**config.mk**
```make
export PLATFORM = sky130hd
export DESIGN_NAME = flbus_host
export DESIGN_NICKNAME = d
export VERILOG_FILES = /design/src/shared/flbus_pkg.sv /design/src/flbus_host.sv /design/src/flbus_timer.sv
export SDC_FILE = /design/constraint.sdc
export NUM_CORES = 1
export LEC_CHECK = 0
export ABC_AREA = 1
export BUFFER_PORTS_ARGS = -buffer_cell sky130_fd_sc_hd__buf_2
export CAP_MARGIN = 25
export CORE_UTILIZATION = 40
export CTS_BUF_LIST = sky130_fd_sc_hd__clkbuf_16
export DETAILED_ROUTE_END_ITERATION = 10
export HOLD_SLACK_MARGIN = 0.12
export PLACE_DENSITY_LB_ADDON = 0.08
export REMOVE_ABC_BUFFERS = 1
export SLEW_MARGIN = 40
export SYNTH_ARGS = -nofsm -noshare
export SYNTH_HDL_FRONTEND = slang
export SYNTH_SLANG_ARGS = --single-unit
```
**constraint.sdc**
```tcl
create_clock -name core_clk -period 1.77 [get_ports core_clk]
set_input_delay 0.354 -clock core_clk [delete_from_list [all_inputs] [get_ports core_clk]]
set_output_delay 0.354 -clock core_clk [all_outputs]
set_load 0.01 [all_outputs]
```
**src/shared/flbus_pkg.sv**
```systemverilog
// package: constants, opcodes and timing for the flash bus host controller
`default_nettype none
package flbus_pkg;

    // clock and timing figures, times in ns
    localparam int unsigned CLK_PERIOD_NS       = 100;
    localparam int unsigned RESET_LOW_NS        = 100;
    localparam int unsigned RESET_TO_OUTPUT_NS  = 600;
    localparam int unsigned RESET_TO_WRITE_NS   = 1000;
    localparam int unsigned WRITE_PULSE_NS      = 200;
    localparam int unsigned READ_ACCESS_NS      = 300;
    localparam int unsigned BUS_GAP_NS          = 100;

    // least time to whole cycles, never under one
    function automatic int unsigned flbus_cyc_min(input int unsigned ns);
        int unsigned c;
        c = (ns + CLK_PERIOD_NS - 1) / CLK_PERIOD_NS;
        return (c < 1) ? 1 : c;
    endfunction

    localparam int unsigned RESET_LOW_CYC       = flbus_cyc_min(RESET_LOW_NS);
    localparam int unsigned RESET_TO_OUTPUT_CYC = flbus_cyc_min(RESET_TO_OUTPUT_NS);
    localparam int unsigned RESET_TO_WRITE_CYC  = flbus_cyc_min(RESET_TO_WRITE_NS);
    localparam int unsigned WRITE_PULSE_CYC     = flbus_cyc_min(WRITE_PULSE_NS);
    localparam int unsigned READ_ACCESS_CYC     = flbus_cyc_min(READ_ACCESS_NS);
    localparam int unsigned BUS_GAP_CYC         = flbus_cyc_min(BUS_GAP_NS);

    // bus widths
    localparam int unsigned ADDR_W = 20;
    localparam int unsigned DATA_W = 16;

    // command bytes written on the low data lines
    localparam logic [7:0] CMD_READ_ARRAY     = 8'hFF;
    localparam logic [7:0] CMD_READ_ID        = 8'h90;
    localparam logic [7:0] CMD_READ_STATUS    = 8'h70;
    localparam logic [7:0] CMD_CLEAR_STATUS   = 8'h50;
    localparam logic [7:0] CMD_BLOCK_ERASE    = 8'h20;
    localparam logic [7:0] CMD_CHIP_ERASE     = 8'h30;
    localparam logic [7:0] CMD_WORD_WRITE     = 8'h40;
    localparam logic [7:0] CMD_WORD_WRITE_ALT = 8'h10;
    localparam logic [7:0] CMD_SUSPEND        = 8'hB0;
    localparam logic [7:0] CMD_CONFIRM        = 8'hD0;
    localparam logic [7:0] CMD_LOCK_SETUP     = 8'h60;
    localparam logic [7:0] CMD_SET_BLOCK_LOCK = 8'h01;
    localparam logic [7:0] CMD_SET_PERM_LOCK  = 8'hF1;

    // identifier-mode word addresses, and the status after reset
    localparam logic [19:0] ID_MANUFACTURER_ADDR = 20'h00000;
    localparam logic [19:0] ID_DEVICE_ADDR       = 20'h00001;
    localparam logic [19:0] ID_PERM_LOCK_ADDR    = 20'h00003;
    localparam logic [19:0] ID_BLOCK_LOCK_OFFSET = 20'h00002;
    localparam logic [7:0]  STATUS_AFTER_RESET   = 8'h80;

    typedef enum logic [1:0] {
        FLBUS_OP_READ   = 2'h0,
        FLBUS_OP_WRITE1 = 2'h1,
        FLBUS_OP_WRITE2 = 2'h2,
        FLBUS_OP_RESET  = 2'h3
    } flbus_op_t;

    typedef enum logic [2:0] {
        FLBUS_IDLE     = 3'h0,
        FLBUS_WR_SETUP = 3'h1,
        FLBUS_WR_PULSE = 3'h3,
        FLBUS_WR_HOLD  = 3'h2,
        FLBUS_GAP      = 3'h6,
        FLBUS_RD       = 3'h4,
        FLBUS_RST_LOW  = 3'h5
    } flbus_state_t;

endpackage
`default_nettype wire

```
**src/flbus_host.sv**
```systemverilog
// host controller driving the word-wide flash bus pins from simple user requests
`timescale 1ns/10ps
`default_nettype none
module flbus_host
    import flbus_pkg::*;
#(
    parameter int unsigned READ_CYC  = flbus_pkg::READ_ACCESS_CYC,
    parameter int unsigned PULSE_CYC = flbus_pkg::WRITE_PULSE_CYC
) (
    // clock and reset
    input  wire logic                        core_clk,
    input  wire logic                        reset_n,
    // user request
    input  wire logic                        req_valid,
    output logic                             req_ready,
    input  wire flbus_pkg::flbus_op_t        req_op,
    input  wire logic [flbus_pkg::ADDR_W-1:0] req_addr,
    input  wire logic [flbus_pkg::DATA_W-1:0] req_cmd,
    input  wire logic [flbus_pkg::DATA_W-1:0] req_data,
    input  wire logic                        boot_protect_n,
    // user answer
    output logic                             resp_valid,
    output logic [flbus_pkg::DATA_W-1:0]     resp_data,
    output logic                             write_allowed,
    output logic                             read_allowed,
    // flash pins
    output logic [flbus_pkg::ADDR_W-1:0]     flash_addr,
    output logic                             flash_ce_n,
    output logic                             flash_oe_n,
    output logic                             flash_we_n,
    output logic                             reset_powerdown_n,
    output logic                             flash_wp_n,
    output logic [flbus_pkg::DATA_W-1:0]     data_lines_out,
    output logic                             data_lines_oe_n,
    input  wire logic [flbus_pkg::DATA_W-1:0] data_lines_in
);
    localparam int unsigned TW = 8;
    localparam int unsigned WAKE_MAX =
        (RESET_TO_OUTPUT_CYC > RESET_TO_WRITE_CYC) ? RESET_TO_OUTPUT_CYC : RESET_TO_WRITE_CYC;
    localparam int unsigned WW = $clog2(WAKE_MAX + 1);

    // counts the 8-bit phase timer cannot hold are refused while elaborating
    if (READ_CYC < 1 || PULSE_CYC < 1 || READ_CYC >= (1 << TW) || PULSE_CYC >= (1 << TW)
        || RESET_LOW_CYC >= (1 << TW) || BUS_GAP_CYC >= (1 << TW)) begin
        $error("flbus_host: cycle counts out of timer range");
    end

    flbus_state_t       state;
    flbus_state_t       next_state;
    logic               timer_load;
    logic [TW-1:0]      timer_value;
    logic               timer_done;
    logic               second_pending;
    logic [DATA_W-1:0]  second_data;
    logic [WW-1:0]      wake_cnt;
    logic               take;

    flbus_timer #(
        .W         (TW),
        .RESET_VAL (RESET_LOW_CYC - 1)
    ) u_timer (
        .core_clk   (core_clk),
        .reset_n    (reset_n),
        .load       (timer_load),
        .load_value (timer_value),
        .done       (timer_done)
    );

    // cycles since the flash left reset, saturating
    always_ff @(posedge core_clk or negedge reset_n) begin
        if (!reset_n) begin
            wake_cnt <= '0;
        end else if (state == FLBUS_RST_LOW) begin
            wake_cnt <= '0;
        end else if (wake_cnt != WW'(WAKE_MAX)) begin
            wake_cnt <= wake_cnt + WW'(1);
        end
    end

    assign read_allowed  = (state != FLBUS_RST_LOW) && (wake_cnt >= WW'(RESET_TO_OUTPUT_CYC));
    assign write_allowed = (state != FLBUS_RST_LOW) && (wake_cnt >= WW'(RESET_TO_WRITE_CYC));

    always_comb begin
        req_ready = 1'b0;
        if (state == FLBUS_IDLE) begin
            unique case (req_op)
                FLBUS_OP_READ:   req_ready = read_allowed;
                FLBUS_OP_WRITE1: req_ready = write_allowed;
                FLBUS_OP_WRITE2: req_ready = write_allowed;
                FLBUS_OP_RESET:  req_ready = 1'b1;
            endcase
        end
    end

    assign take = req_valid && req_ready;

    always_comb begin
        next_state  = state;
        timer_load  = 1'b0;
        timer_value = '0;
        unique case (state)
            FLBUS_IDLE: begin
                if (take) begin
                    unique case (req_op)
                        FLBUS_OP_READ: begin
                            next_state  = FLBUS_RD;
                            timer_load  = 1'b1;
                            timer_value = TW'(READ_CYC - 1);
                        end
                        FLBUS_OP_RESET: begin
                            next_state  = FLBUS_RST_LOW;
                            timer_load  = 1'b1;
                            timer_value = TW'(RESET_LOW_CYC - 1);
                        end
                        default: next_state = FLBUS_WR_SETUP;
                    endcase
                end
            end
            FLBUS_WR_SETUP: begin
                next_state  = FLBUS_WR_PULSE;
                timer_load  = 1'b1;
                timer_value = TW'(PULSE_CYC - 1);
            end
            FLBUS_WR_PULSE: begin
                if (timer_done) begin
                    next_state = FLBUS_WR_HOLD;
                end
            end
            FLBUS_WR_HOLD: begin
                next_state  = FLBUS_GAP;
                timer_load  = 1'b1;
                timer_value = TW'(BUS_GAP_CYC - 1);
            end
            FLBUS_RD: begin
                if (timer_done) begin
                    next_state  = FLBUS_GAP;
                    timer_load  = 1'b1;
                    timer_value = TW'(BUS_GAP_CYC - 1);
                end
            end
            FLBUS_GAP: begin
                if (timer_done) begin
                    next_state = second_pending ? FLBUS_WR_SETUP : FLBUS_IDLE;
                end
            end
            FLBUS_RST_LOW: begin
                if (timer_done) begin
                    next_state = FLBUS_IDLE;
                end
            end
            default: next_state = FLBUS_IDLE;
        endcase
    end

    // power-up starts with the flash held in reset
    always_ff @(posedge core_clk or negedge reset_n) begin
        if (!reset_n) begin
            state <= FLBUS_RST_LOW;
        end else begin
            state <= next_state;
        end
    end

    // second cycle of a two-step sequence follows after the bus gap
    always_ff @(posedge core_clk or negedge reset_n) begin
        if (!reset_n) begin
            second_pending <= 1'b0;
            second_data    <= '0;
        end else if (take) begin
            second_pending <= (req_op == FLBUS_OP_WRITE2);
            second_data    <= req_data;
        end else if (state == FLBUS_GAP && timer_done) begin
            second_pending <= 1'b0;
        end
    end

    // address stays put over the whole sequence, write data over each bus cycle
    // one user address for every cycle
    // setup code rides the first cycle
    always_ff @(posedge core_clk or negedge reset_n) begin
        if (!reset_n) begin
            flash_addr     <= '0;
            data_lines_out <= '0;
        end else if (take) begin
            flash_addr     <= req_addr;
            data_lines_out <= (req_op == FLBUS_OP_WRITE2) ? req_cmd : req_data;
        end else if (state == FLBUS_GAP && timer_done && second_pending) begin
            data_lines_out <= second_data;
        end
    end

    // read and write strobes, write enable low only in the pulse
    // output enable only outside write states
    always_ff @(posedge core_clk or negedge reset_n) begin
        if (!reset_n) begin
            flash_ce_n <= 1'b1;
            flash_oe_n <= 1'b1;
            flash_we_n <= 1'b1;
        end else begin
            flash_ce_n <= !(next_state == FLBUS_RD || next_state == FLBUS_WR_SETUP
                            || next_state == FLBUS_WR_PULSE || next_state == FLBUS_WR_HOLD);
            flash_oe_n <= (next_state != FLBUS_RD);
            // we rises first so its edge latches
            flash_we_n <= (next_state != FLBUS_WR_PULSE);
        end
    end

    // data lines driven only across a write, never while reading
    always_ff @(posedge core_clk or negedge reset_n) begin
        if (!reset_n) begin
            data_lines_oe_n <= 1'b1;
        end else begin
            data_lines_oe_n <= !(next_state == FLBUS_WR_SETUP || next_state == FLBUS_WR_PULSE
                                 || next_state == FLBUS_WR_HOLD);
        end
    end

    // reset pulse, on system reset and on a reset request
    always_ff @(posedge core_clk or negedge reset_n) begin
        if (!reset_n) begin
            reset_powerdown_n <= 1'b0;
            flash_wp_n        <= 1'b0;
        end else begin
            reset_powerdown_n <= (next_state != FLBUS_RST_LOW);
            flash_wp_n        <= boot_protect_n;
        end
    end

    // sample read data at the end of the access time
    // read words passed on uninterpreted
    always_ff @(posedge core_clk or negedge reset_n) begin
        if (!reset_n) begin
            resp_valid <= 1'b0;
            resp_data  <= '0;
        end else begin
            resp_valid <= (state == FLBUS_RD) && timer_done;
            if (state == FLBUS_RD && timer_done) begin
                resp_data <= data_lines_in;
            end
        end
    end
endmodule
`default_nettype wire

```
**src/flbus_timer.sv**
```systemverilog
// down-counting wait timer shared by all timed bus phases
`timescale 1ns/10ps
`default_nettype none
module flbus_timer #(
    parameter int unsigned W         = 8,
    parameter int unsigned RESET_VAL = 0
) (
    // clock and reset
    input  wire logic         core_clk,
    input  wire logic         reset_n,
    // control
    input  wire logic         load,
    input  wire logic [W-1:0] load_value,
    output logic              done
);
    logic [W-1:0] count;

    // refused while elaborating, so a bad width never reaches a netlist
    if (W < 2 || RESET_VAL >= (1 << W)) begin
        $error("flbus_timer: width too small for reset value");
    end

    always_ff @(posedge core_clk or negedge reset_n) begin
        if (!reset_n) begin
            count <= W'(RESET_VAL);
        end else if (load) begin
            count <= load_value;
        end else if (count != '0) begin
            count <= count - W'(1);
        end
    end

    assign done = (count == '0);
endmodule
`default_nettype wire

```
==> results of run 1 <==
==> worst register-to-register path: cells and delay by family, from the launching register on <==
kind	cells	cell delay, ps
AO/OA/AOI/OAI	2	330
adder cells (fa/ha/maj)	1	180
buffers and inverters	3	390
flip-flops	1	370
AND/OR/NAND/NOR	5	510
==> kinds of logic after synthesis <==
| family | synth area share (%) |
|---|---|
| and+or+nand+nor | 24.6 |
| DFF | 56.4 |
| AOI/OAI and AO/OA | 8.86 |
| buffers and inverters | 6.42 |
| adders and majority gates | 2.47 |
| xor gates and xnor gates | 1.30 |
==> what timing repair did <==
action	in CTS	in global routing
resized for setup	14	67
pin swaps	6	3
cloned	0	5
hold endpoints to repair	21	1
hold buffers	1	1
buffers inserted	6	5
setup endpoints to repair	17	60
==> sequential cells by signal, indices dropped and copies added (netlist names), 3 cells and up <==
register and count:
wake_cnt 4, second_data 16, state 3, resp_data 16
data_lines_out 16, u_timer.count 8, flash_addr 20
==> placed cells by master (no fill, tap or decap), types with 2 or more instances in the layout <==
cell,synthesis,final
nor2_4,0,6
a21oi_1,2,2
dfrtp_2,0,2
nand2_1,179,168
buf_12,0,9
nor2_1,36,19
nand4_1,5,5
ha_1,8,7
inv_1,40,39
dlygate4sd3_1,0,2
xnor2_1,2,2
dfstp_2,6,6
a31oi_2,0,3
o21ai_2,0,2
buf_4,3,19
nor2_2,2,13
nor3_1,2,2
inv_2,3,3
xor2_1,4,4
clkbuf_16,0,13
buf_6,1,7
clkinv_4,0,3
nand2_2,1,10
a31oi_1,16,12
o21ai_0,41,25
nand3_1,16,15
o21ai_1,1,15
nand3_4,1,2
buf_2,7,133
inv_8,0,2
dfrtp_1,85,83
==> worst paths after layout <==
check	startpoint	endpoint	cells past startpoint
max in group asynchronous	reset_n	second_data[9]$_DFFE_PN0N_	3
max	wake_cnt[0]$_DFFE_PN0P_	data_lines_out[10]$_DFFE_PN0P_	11
min	data_lines_in[15]	resp_data[15]$_DFFE_PN0P_	3
min reg2reg	resp_data[0]$_DFFE_PN0P_	resp_data[0]$_DFFE_PN0P_	2
min in group asynchronous	reset_n	wake_cnt[3]$_DFFE_PN0P_	2
max reg2reg	wake_cnt[0]$_DFFE_PN0P_	data_lines_out[10]$_DFFE_PN0P_	11
==> layout make-up <==
type / instances / area [um2]
fill: 893 / 3980
sequential: 91 / 2290
multi-input combinational: 323 / 1690
timing repair buffer: 175 / 1200
clock buffer: 9 / 225
inverter: 43 / 169
tap: 133 / 166
clock inverter: 7 / 53.8
==> cells in the mapped netlist (all sizes together) <==
master / count
nand4: 6
o21ai: 42
buf: 12
nor2: 38
xnor2: 2
o21a: 1
inv: 43
a21oi: 3
dfstp: 6
ha: 8
o211ai: 1
clkbuf: 7
nand2: 180
xor2: 4
a211oi: 1
nor3: 2
nor3b: 1
a31oi: 16
dfrtp: 85
nand3: 18
==> stage by stage <==
stage	TNS [ps]	area, um2	instances	hold WS [ps]
CTS	-84.7	5440	770	121
global route	-4220	5790	781	200
floorplan	-10690	3950	457	58.4
global placement	-1130	5050	747	315
finish	-778	5790	781	199
detailed placement	-3040	5050	747	313
==> power breakdown <==
group	internal, mW	total [mW]	switching, mW
Sequential	3.13	3.73	0.598
Clock	0.961	1.79	0.824
Combinational	1.87	4.13	2.26
==> metal layers <==
layer | share of wire [%] | track usage [%] | wire length, um
met5 | 0 | 0 | 0
met3 | 5.3 | 5.83 | 539
met1 | 45 | 24.5 | 4570
met4 | 0.89 | 5.27 | 90
met2 | 49 | 32.5 | 4940
==> reports/metrics.cfg, run 1 <==
[floorplan]
ios=136
core-area_um2=9770
fp.dieW_um=103
rows=36
dieArea_um2=10500
start_util_pct=41.4
fp.dieH_um=103

[setup_path]
slowest_delay_ps=370
timing_worst_setup_path_type=reg -> reg
path_buf_inv=3
crit_family=simple AND/OR/NAND/NOR gates
cpMaxStageDelayCell=dfrtp_1
crit_required_ps=2020
arrival_ps=2110
r2r_slack_ps=-90
cp-start-kind=register
worst_setup_path_end_kind=register
crit_chain=inv_2 > ha_2 > o21ai_2 > nand2_1 > nand2_2 > nand2_2 > buf_4 > nand3_4 > buf_12 > nand2_1 > a31oi_2
worst-path-max-fanout=16

[clock_tree]
clk_pin_slew_ps=70
cts_tree=yes
clkLatencyLatePin_ps=340
cts.path.max_buffers=2
ctsHtreeMaxLevel=3
cts_buffers=9
clockRootBuffer=clkbuf_16
clkSinkCount=91

[route]
via_per_inst=4.68
drtAntennaViolNets=0
drt_iter0_drc=88
num_vias=3653
routed_wirelength_um=10100
drc=0
first_pass_iters=4
post_drt_wl_per_cell_um=13.0

[sta]
worst_pin_slew_ps=404
fmax_mhz=537
hold_viol=0
fin_crit_sh_pct=105
finalSetupViolations=31
final.min_clock_period_ps=1860
fin_worst_skew_ps=9.07
slew_headroom_pct=73.1
setup_ws_ps=-91.1
rsz0062_at_grt=true
slew_violations=0

[power]
peakVddDrop_uv=802
powerDensity_nw_per_um2=1660
p_leak_nw=2.99
power.total_mw=9.64

[global_routing]
grt_remaining_overflow=0
grt_pass1_wl_um=16000
grt_pass1_vias=3483
grt_use_total_pct=19.4
grt_max_degree=36
antenna_found_initial=0

[logic_synthesis]
synth_top_cell_by_area=dfrtp_1
ys_seq_area_share_pct=56.4
synth_cells=476
yosys_warnings=0
syn_area_um2=4050
avgSynthCellArea_um2=8.51
synth_top_area_share_pct=52.5
ys_seq_elements=91
ys_top_cells_by_area=dfrtp_1, nand2_1, o21ai_0, dfstp_2, inv_1
netlist-cell-type-count=31

[cells_and_area]
final_nets=725
n_antenna_cell=0
syn2layout_area_growth_pct=43.0
drive_gt1_share_pct=37.5
utilization_pct=59.3

[place]
portBuffers=135
dp_hpwl_um=6680
dp_worst_setup_slack_ps=-123
gp_congestion=0.818

[outcome]
violations=setup timing
status=complete, but fails checks

[worst_hold_path]
hp-class=in -> reg

[job]
maxCapViolCount=0

Power figures use the tool's default switching activity.
==> run 2: changes to the inputs <==
SKIP_CTS_REPAIR_TIMING = 1   (was default)
==> reports/metrics.cfg, run 2 (synthesis results as in run 1) <==
[clock_tree]
cts_buffers=9  ; unchanged
clk_pin_slew_ps=70  ; about the same
clkSinkCount=91  ; unchanged
cts_tree=yes  ; unchanged
clockRootBuffer=clkbuf_16  ; unchanged
cts.path.max_buffers=2  ; unchanged
ctsHtreeMaxLevel=3  ; unchanged
clkLatencyLatePin_ps=340  ; about the same

[power]
p_switching_mw=3.54  ; was 3.68 mW
powerDensity_nw_per_um2=1660  ; about the same
seq_power_share_pct=39.3  ; was 38.7%
power.total_mw=9.33  ; was 9.64 mW
peakVddDrop_uv=790  ; was 802 uV
p_int_mw=5.79  ; was 5.96 mW
p_leak_nw=2.96  ; was 2.99 nW
pwr-share-clk_pct=19.2  ; was 18.5%
p_sw_share_pct=38.0  ; was 38.2%
comb_power_share_pct=41.5  ; was 42.8%

[sta]
slew_violations=0  ; unchanged
setup_ws_ps=-88.1  ; was -91.1 ps
worst_pin_slew_ps=398  ; was 404 ps
finalSetupViolations=32  ; was 31
final.min_clock_period_ps=1860  ; about the same
rsz0062_at_grt=true  ; unchanged
fmax_mhz=538  ; was 537 MHz
slew_headroom_pct=73.5  ; was 73.1%
tns_ps=-1160  ; was -778 ps
hold_viol=0  ; unchanged
fin_worst_skew_ps=9.24  ; was 9.07 ps
fin_crit_sh_pct=105  ; about the same

[route]
drtAntennaViolNets=0  ; unchanged
post_drt_wl_per_cell_um=12.9  ; was 13.0 um
first_pass_iters=4  ; unchanged
routed_wirelength_um=9990  ; was 10100 um
drt_iter0_drc=95  ; was 88
drc=0  ; unchanged
via_per_inst=4.66  ; was 4.68
num_vias=3623  ; was 3653

[cells_and_area]
instances_no_fill=777  ; was 781
final_common_cell=nand2_1  ; unchanged
largest_reg_flops=20  ; unchanged
drive_gt1_share_pct=34.0  ; was 37.5%
utilization_pct=57.6  ; was 59.3%
top_register=flash_addr  ; unchanged
syn2layout_area_growth_pct=38.9  ; was 43.0%
n_antenna_cell=0  ; unchanged
final_nets=721  ; was 725
mostFrequentLayoutCells=nand2_1, buf_2, dfrtp_1  ; unchanged

[place]
dp_worst_setup_slack_ps=-123  ; unchanged
dp_hpwl_um=6680  ; unchanged
portBuffers=135  ; unchanged
gp_congestion=0.818  ; unchanged
placed_cells=747  ; unchanged

[setup_path]
crit_required_ps=1420  ; was 2020 ps
timing_worst_setup_path_type=reg -> out  ; was reg -> reg
arrival_ps=1500  ; was 2110 ps
worst_path_most_repeated_cell=nand2_2
slowest_delay_ps=390  ; was 370 ps
worst-path-max-fanout=5  ; was 16
cp-start-kind=register  ; unchanged
cpMaxStageDelayCell=dfstp_2  ; was dfrtp_1
worst_setup_path_end_kind=output pin  ; was register
crit_chain=buf_4 > nor2_4 > nand2_2 > a21oi_4 > nand2_2 > inv_2 > buf_6  ; was inv_2 > ha_2 > o21ai_2 > nand2_1 > nand2_2 > nand2_2 > buf_4 > nand3_4 > buf_12 > nand2_1 > a31oi_2

[floorplan]
ios=136  ; unchanged
fp.dieH_um=103  ; unchanged
core-area_um2=9770  ; unchanged
dieArea_um2=10500  ; unchanged
fp.dieW_um=103  ; unchanged
rows=36  ; unchanged
start_util_pct=41.4  ; unchanged

[global_routing]
grt_pass1_wl_um=15700  ; was 16000 um
grt_use_total_pct=19.1  ; was 19.4%
grt_remaining_overflow=0  ; unchanged
grt_pass1_vias=3430  ; was 3483
grt_max_degree=36  ; unchanged
antenna_found_initial=0  ; unchanged

[job]
maxCapViolCount=0  ; unchanged

[worst_hold_path]
hp-class=in -> reg  ; unchanged

[outcome]
status=complete, but fails checks  ; unchanged
violations=setup timing  ; unchanged

run 2: cell types whose count changed in the layout (fill, tap and decap cells not counted), moves of 4 or more:
cell / change
nor2_1: +13
nor2_2: -10
nand2_2: -4
o21ai_0: +12
nand2_1: +4
a31oi_1: +4
o21ai_1: -11
run 2: power groups by stage:
stage / combinational, mW / clock [mW] / sequential, mW
floorplan: 1.77 / 0 / 3.95
global placement: 3.47 / 0 / 3.65
detailed placement: 3.56 / 0 / 3.66
CTS: 3.57 / 1.84 / 3.64
global route: 4.42 / 1.94 / 3.80
finish: 3.88 / 1.79 / 3.66
run 2: path summary, 6_finish.rpt:
path | end | depth (start not counted) | slack (ps) | start
setup / recovery | req_ready | 7 | -90 | state[0]$_DFF_PN1_
hold / removal | resp_data[15]$_DFFE_PN0P_ | 3 | 200 | data_lines_in[15]
setup reg to reg | second_data[15]$_DFFE_PN0N_ | 10 | -50 | state[0]$_DFF_PN1_
hold reg to reg | resp_data[0]$_DFFE_PN0P_ | 2 | 470 | resp_data[0]$_DFFE_PN0P_
max in group asynchronous | flash_addr[6]$_DFFE_PN0N_ | 3 | 760 | reset_n
min in group asynchronous | wake_cnt[3]$_DFFE_PN0P_ | 2 | 490 | reset_n
run 2: layout make-up:
cell class                      instances  area [um2]
Fill cell                             915        4150
Sequential cell                        91        2290
Multi-Input combinational cell        323        1580
Timing Repair Buffer                  171        1160
Clock buffer                            9         225
Tap cell                              133         166
Inverter                               43         164
Clock inverter                          7        53.8
run 2: layer usage:
metal  routed length, um  up-vias  track usage, %
li1                    -     1836               -
met1                4470     1659            24.1
met4                 115        0            5.27
met5                   0        -               0
met3                 643       13            5.83
met2                4770      115            31.8
run 2: metrics by stage:
step / instance area, um2 / hold slack [ps]
3_3_place_gp: 5050 / 315
6_report: 5630 / 200
5_1_grt: 5630 / 199
3_5_place_dp: 5050 / 313
2_1_floorplan: 3950 / 58.4
4_1_cts: 5330 / -46.8
run 2: worst max-delay path: cells and delay by family (launching register included):
| kind | cells | cell delay (ps) |
|---|---|---|
| compound gates | 1 | 150 |
| buf+inv | 3 | 290 |
| flops | 1 | 390 |
| simple gates | 3 | 340 |
==> run 3: changes to the inputs <==
BUFFER_PORTS_ARGS = -buffer_cell sky130_fd_sc_hd__clkbuf_2   (was -buffer_cell sky130_fd_sc_hd__buf_2)
==> reports/metrics.cfg, run 3 (synthesis results as in run 1) <==
[outcome]
status=complete, but fails checks  ; unchanged
violations=setup timing  ; unchanged

[global_routing]
grt_remaining_overflow=0  ; unchanged
grt_pass1_vias=3301  ; was 3430
grt_pass1_wl_um=15300  ; was 15700 um
grt_use_total_pct=18.9  ; was 19.1%
antenna_found_initial=0  ; unchanged
grt_max_degree=55  ; was 36

[worst_hold_path]
hp-class=in -> reg  ; unchanged
min_path_cells=3  ; unchanged
hold_start=data_lines_in[11]  ; was data_lines_in[15]

[setup_path]
crit_chain=ha_4 > o21ai_2 > nand2_1 > nand2_2 > nand2_4 > nand2_2 > inv_2 > buf_6  ; was buf_4 > nor2_4 > nand2_2 > a21oi_4 > nand2_2 > inv_2 > buf_6
crit_family=flip-flops  ; unchanged
cp.depth=8  ; was 7
r2r-start=wake_cnt[1]$_DFFE_PN0P_  ; was state[0]$_DFF_PN1_
path_buf_inv=2  ; was 3
timing_worst_setup_path_type=reg -> out  ; unchanged
arrival_ps=1490  ; was 1500 ps
worst-path-max-fanout=4  ; was 5
worst_setup_path_end_kind=output pin  ; unchanged
slowest_delay_ps=450  ; was 390 ps
worst_path_most_repeated_cell=nand2_2  ; unchanged
cpMaxStageDelayCell=dfrtp_2  ; was dfstp_2
ff2ff_path_depth=9  ; was 10
cp-start-kind=register  ; unchanged
crit_start=wake_cnt[1]$_DFFE_PN0P_  ; was state[0]$_DFF_PN1_
crit_required_ps=1420  ; about the same

[sta]
rsz0062_at_grt=true  ; unchanged
fmax_mhz=542  ; was 538 MHz
slew_violations=0  ; unchanged
worst_pin_slew_ps=296  ; was 398 ps
fin_crit_sh_pct=104  ; was 105%
final.min_clock_period_ps=1850  ; was 1860 ps
hold_viol=0  ; unchanged
finalSetupViolations=15  ; was 32
slew_headroom_pct=80.3  ; was 73.5%
fin_worst_skew_ps=6.93  ; was 9.24 ps
setup_ws_ps=-76.0  ; was -88.1 ps

[clock_tree]
cts_tree=yes  ; unchanged
ctsHtreeMaxLevel=3  ; unchanged
clkLatencyLatePin_ps=340  ; about the same
clk_pin_slew_ps=60  ; was 70 ps
clockRootBuffer=clkbuf_16  ; unchanged
cts_buffers=9  ; unchanged
clkSinkCount=91  ; unchanged
cts.path.max_buffers=2  ; unchanged

[power]
powerDensity_nw_per_um2=1700  ; was 1660 nW/um2
p_leak_nw=2.98  ; was 2.96 nW
power.total_mw=9.63  ; was 9.33 mW
peakVddDrop_uv=653  ; was 790 uV

[cells_and_area]
fillerInstances=924  ; was 915
mostFrequentLayoutCells=nand2_1, clkbuf_2, dfrtp_1  ; was nand2_1, buf_2, dfrtp_1
final_cell_area_um2=5670  ; was 5630 um2
final_nets=720  ; was 721
n_antenna_cell=0  ; unchanged
syn2layout_area_growth_pct=40.0  ; was 38.9%
drive_gt1_share_pct=35.6  ; was 34.0%
largest_reg_flops=20  ; unchanged
instances_no_fill=776  ; was 777
final_common_cell=nand2_1  ; unchanged
top_register=flash_addr  ; unchanged

[job]
maxCapViolCount=0  ; unchanged

[floorplan]
core-area_um2=9770  ; unchanged
start_util_pct=41.4  ; unchanged
fp.dieW_um=103  ; unchanged
rows=36  ; unchanged
ios=136  ; unchanged
dieArea_um2=10500  ; unchanged
fp.dieH_um=103  ; unchanged

[place]
gp_congestion=0.817  ; was 0.818
portBuffers=135  ; unchanged
dp_hpwl_um=6530  ; was 6680 um
placed_cells=749  ; was 747
place_area_um2=5060  ; was 5050 um2

[route]
routed_wirelength_um=9970  ; was 9990 um
post_drt_wl_per_cell_um=12.8  ; was 12.9 um
num_vias=3650  ; was 3623
drc=0  ; unchanged
drt_iter0_drc=88  ; was 95
first_pass_iters=4  ; unchanged
drtAntennaViolNets=0  ; unchanged
via_per_inst=4.70  ; was 4.66

run 3: changes by cell type in the layout (fill, tap and decap cells not counted), moves of 2 or more:
cell / delta
o21ai_0: -8
a31oi_1: -3
nor2_4: -2
nor2_1: -6
o21ai_1: +7
buf_6: -4
clkbuf_2: +133
buf_4: +5
nor2_2: +8
a31oi_4: +3
buf_2: -133
run 3: through the flow:
step	worst slack, ps	util (%)	setup TNS (ps)	hold WS, ps
floorplan	-323	-	-10690	58.4
global placement	-67.0	51.8	-784	371
detailed placement	-134	51.8	-3610	364
CTS	-271	54.9	-435	-1.41
global route	-151	58.0	-3740	206
finish	-76.0	58.0	-272	207
run 3: report_power, final:
group	leakage [nW]	internal, mW	switching (mW)
Clock	0.147	1.10	0.832
Combinational	1.74	1.75	2.22
Sequential	1.09	3.13	0.593
Total	2.98	5.99	3.64
run 3: worst paths after layout:
path | to | slack (ps)
max in group asynchronous | state[0]$_DFF_PN1_ | 880
min in group asynchronous | flash_addr[2]$_DFFE_PN0N_ | 560
min | resp_data[11]$_DFFE_PN0P_ | 210
min reg2reg | resp_data[11]$_DFFE_PN0P_ | 480
max | req_ready | -80
max reg2reg | second_data[2]$_DFFE_PN0N_ | -40
run 3: worst register-to-register path, cell delays in order (launching register included):
cell	delay, ps
dfrtp_2	420
nor2_2	60
nor2_2	130
nand3_2	120
a21oi_4	200
buf_4	140
nand3_4	110
buf_4	180
clkbuf_16	180
o21ai_0	180
run 3: layout make-up:
type	count	area (um2)	share of cell area, %
Sequential cell	91	2290	40.3
Multi-Input combinational cell	323	1650	29.1
Tap cell	133	166	2.93
Timing Repair Buffer	170	1100	19.5
Inverter	43	164	2.89
Clock inverter	7	75.1	1.32
Clock buffer	9	225	3.97
run 3: routing by layer:
metal	track usage (%)	wire length [um]	vias to the layer above
met3	5.49	591	16
met2	30.4	4680	105
met1	24.2	4540	1697
met5	0	0	-
li1	-	-	1832
met4	6.92	147	0
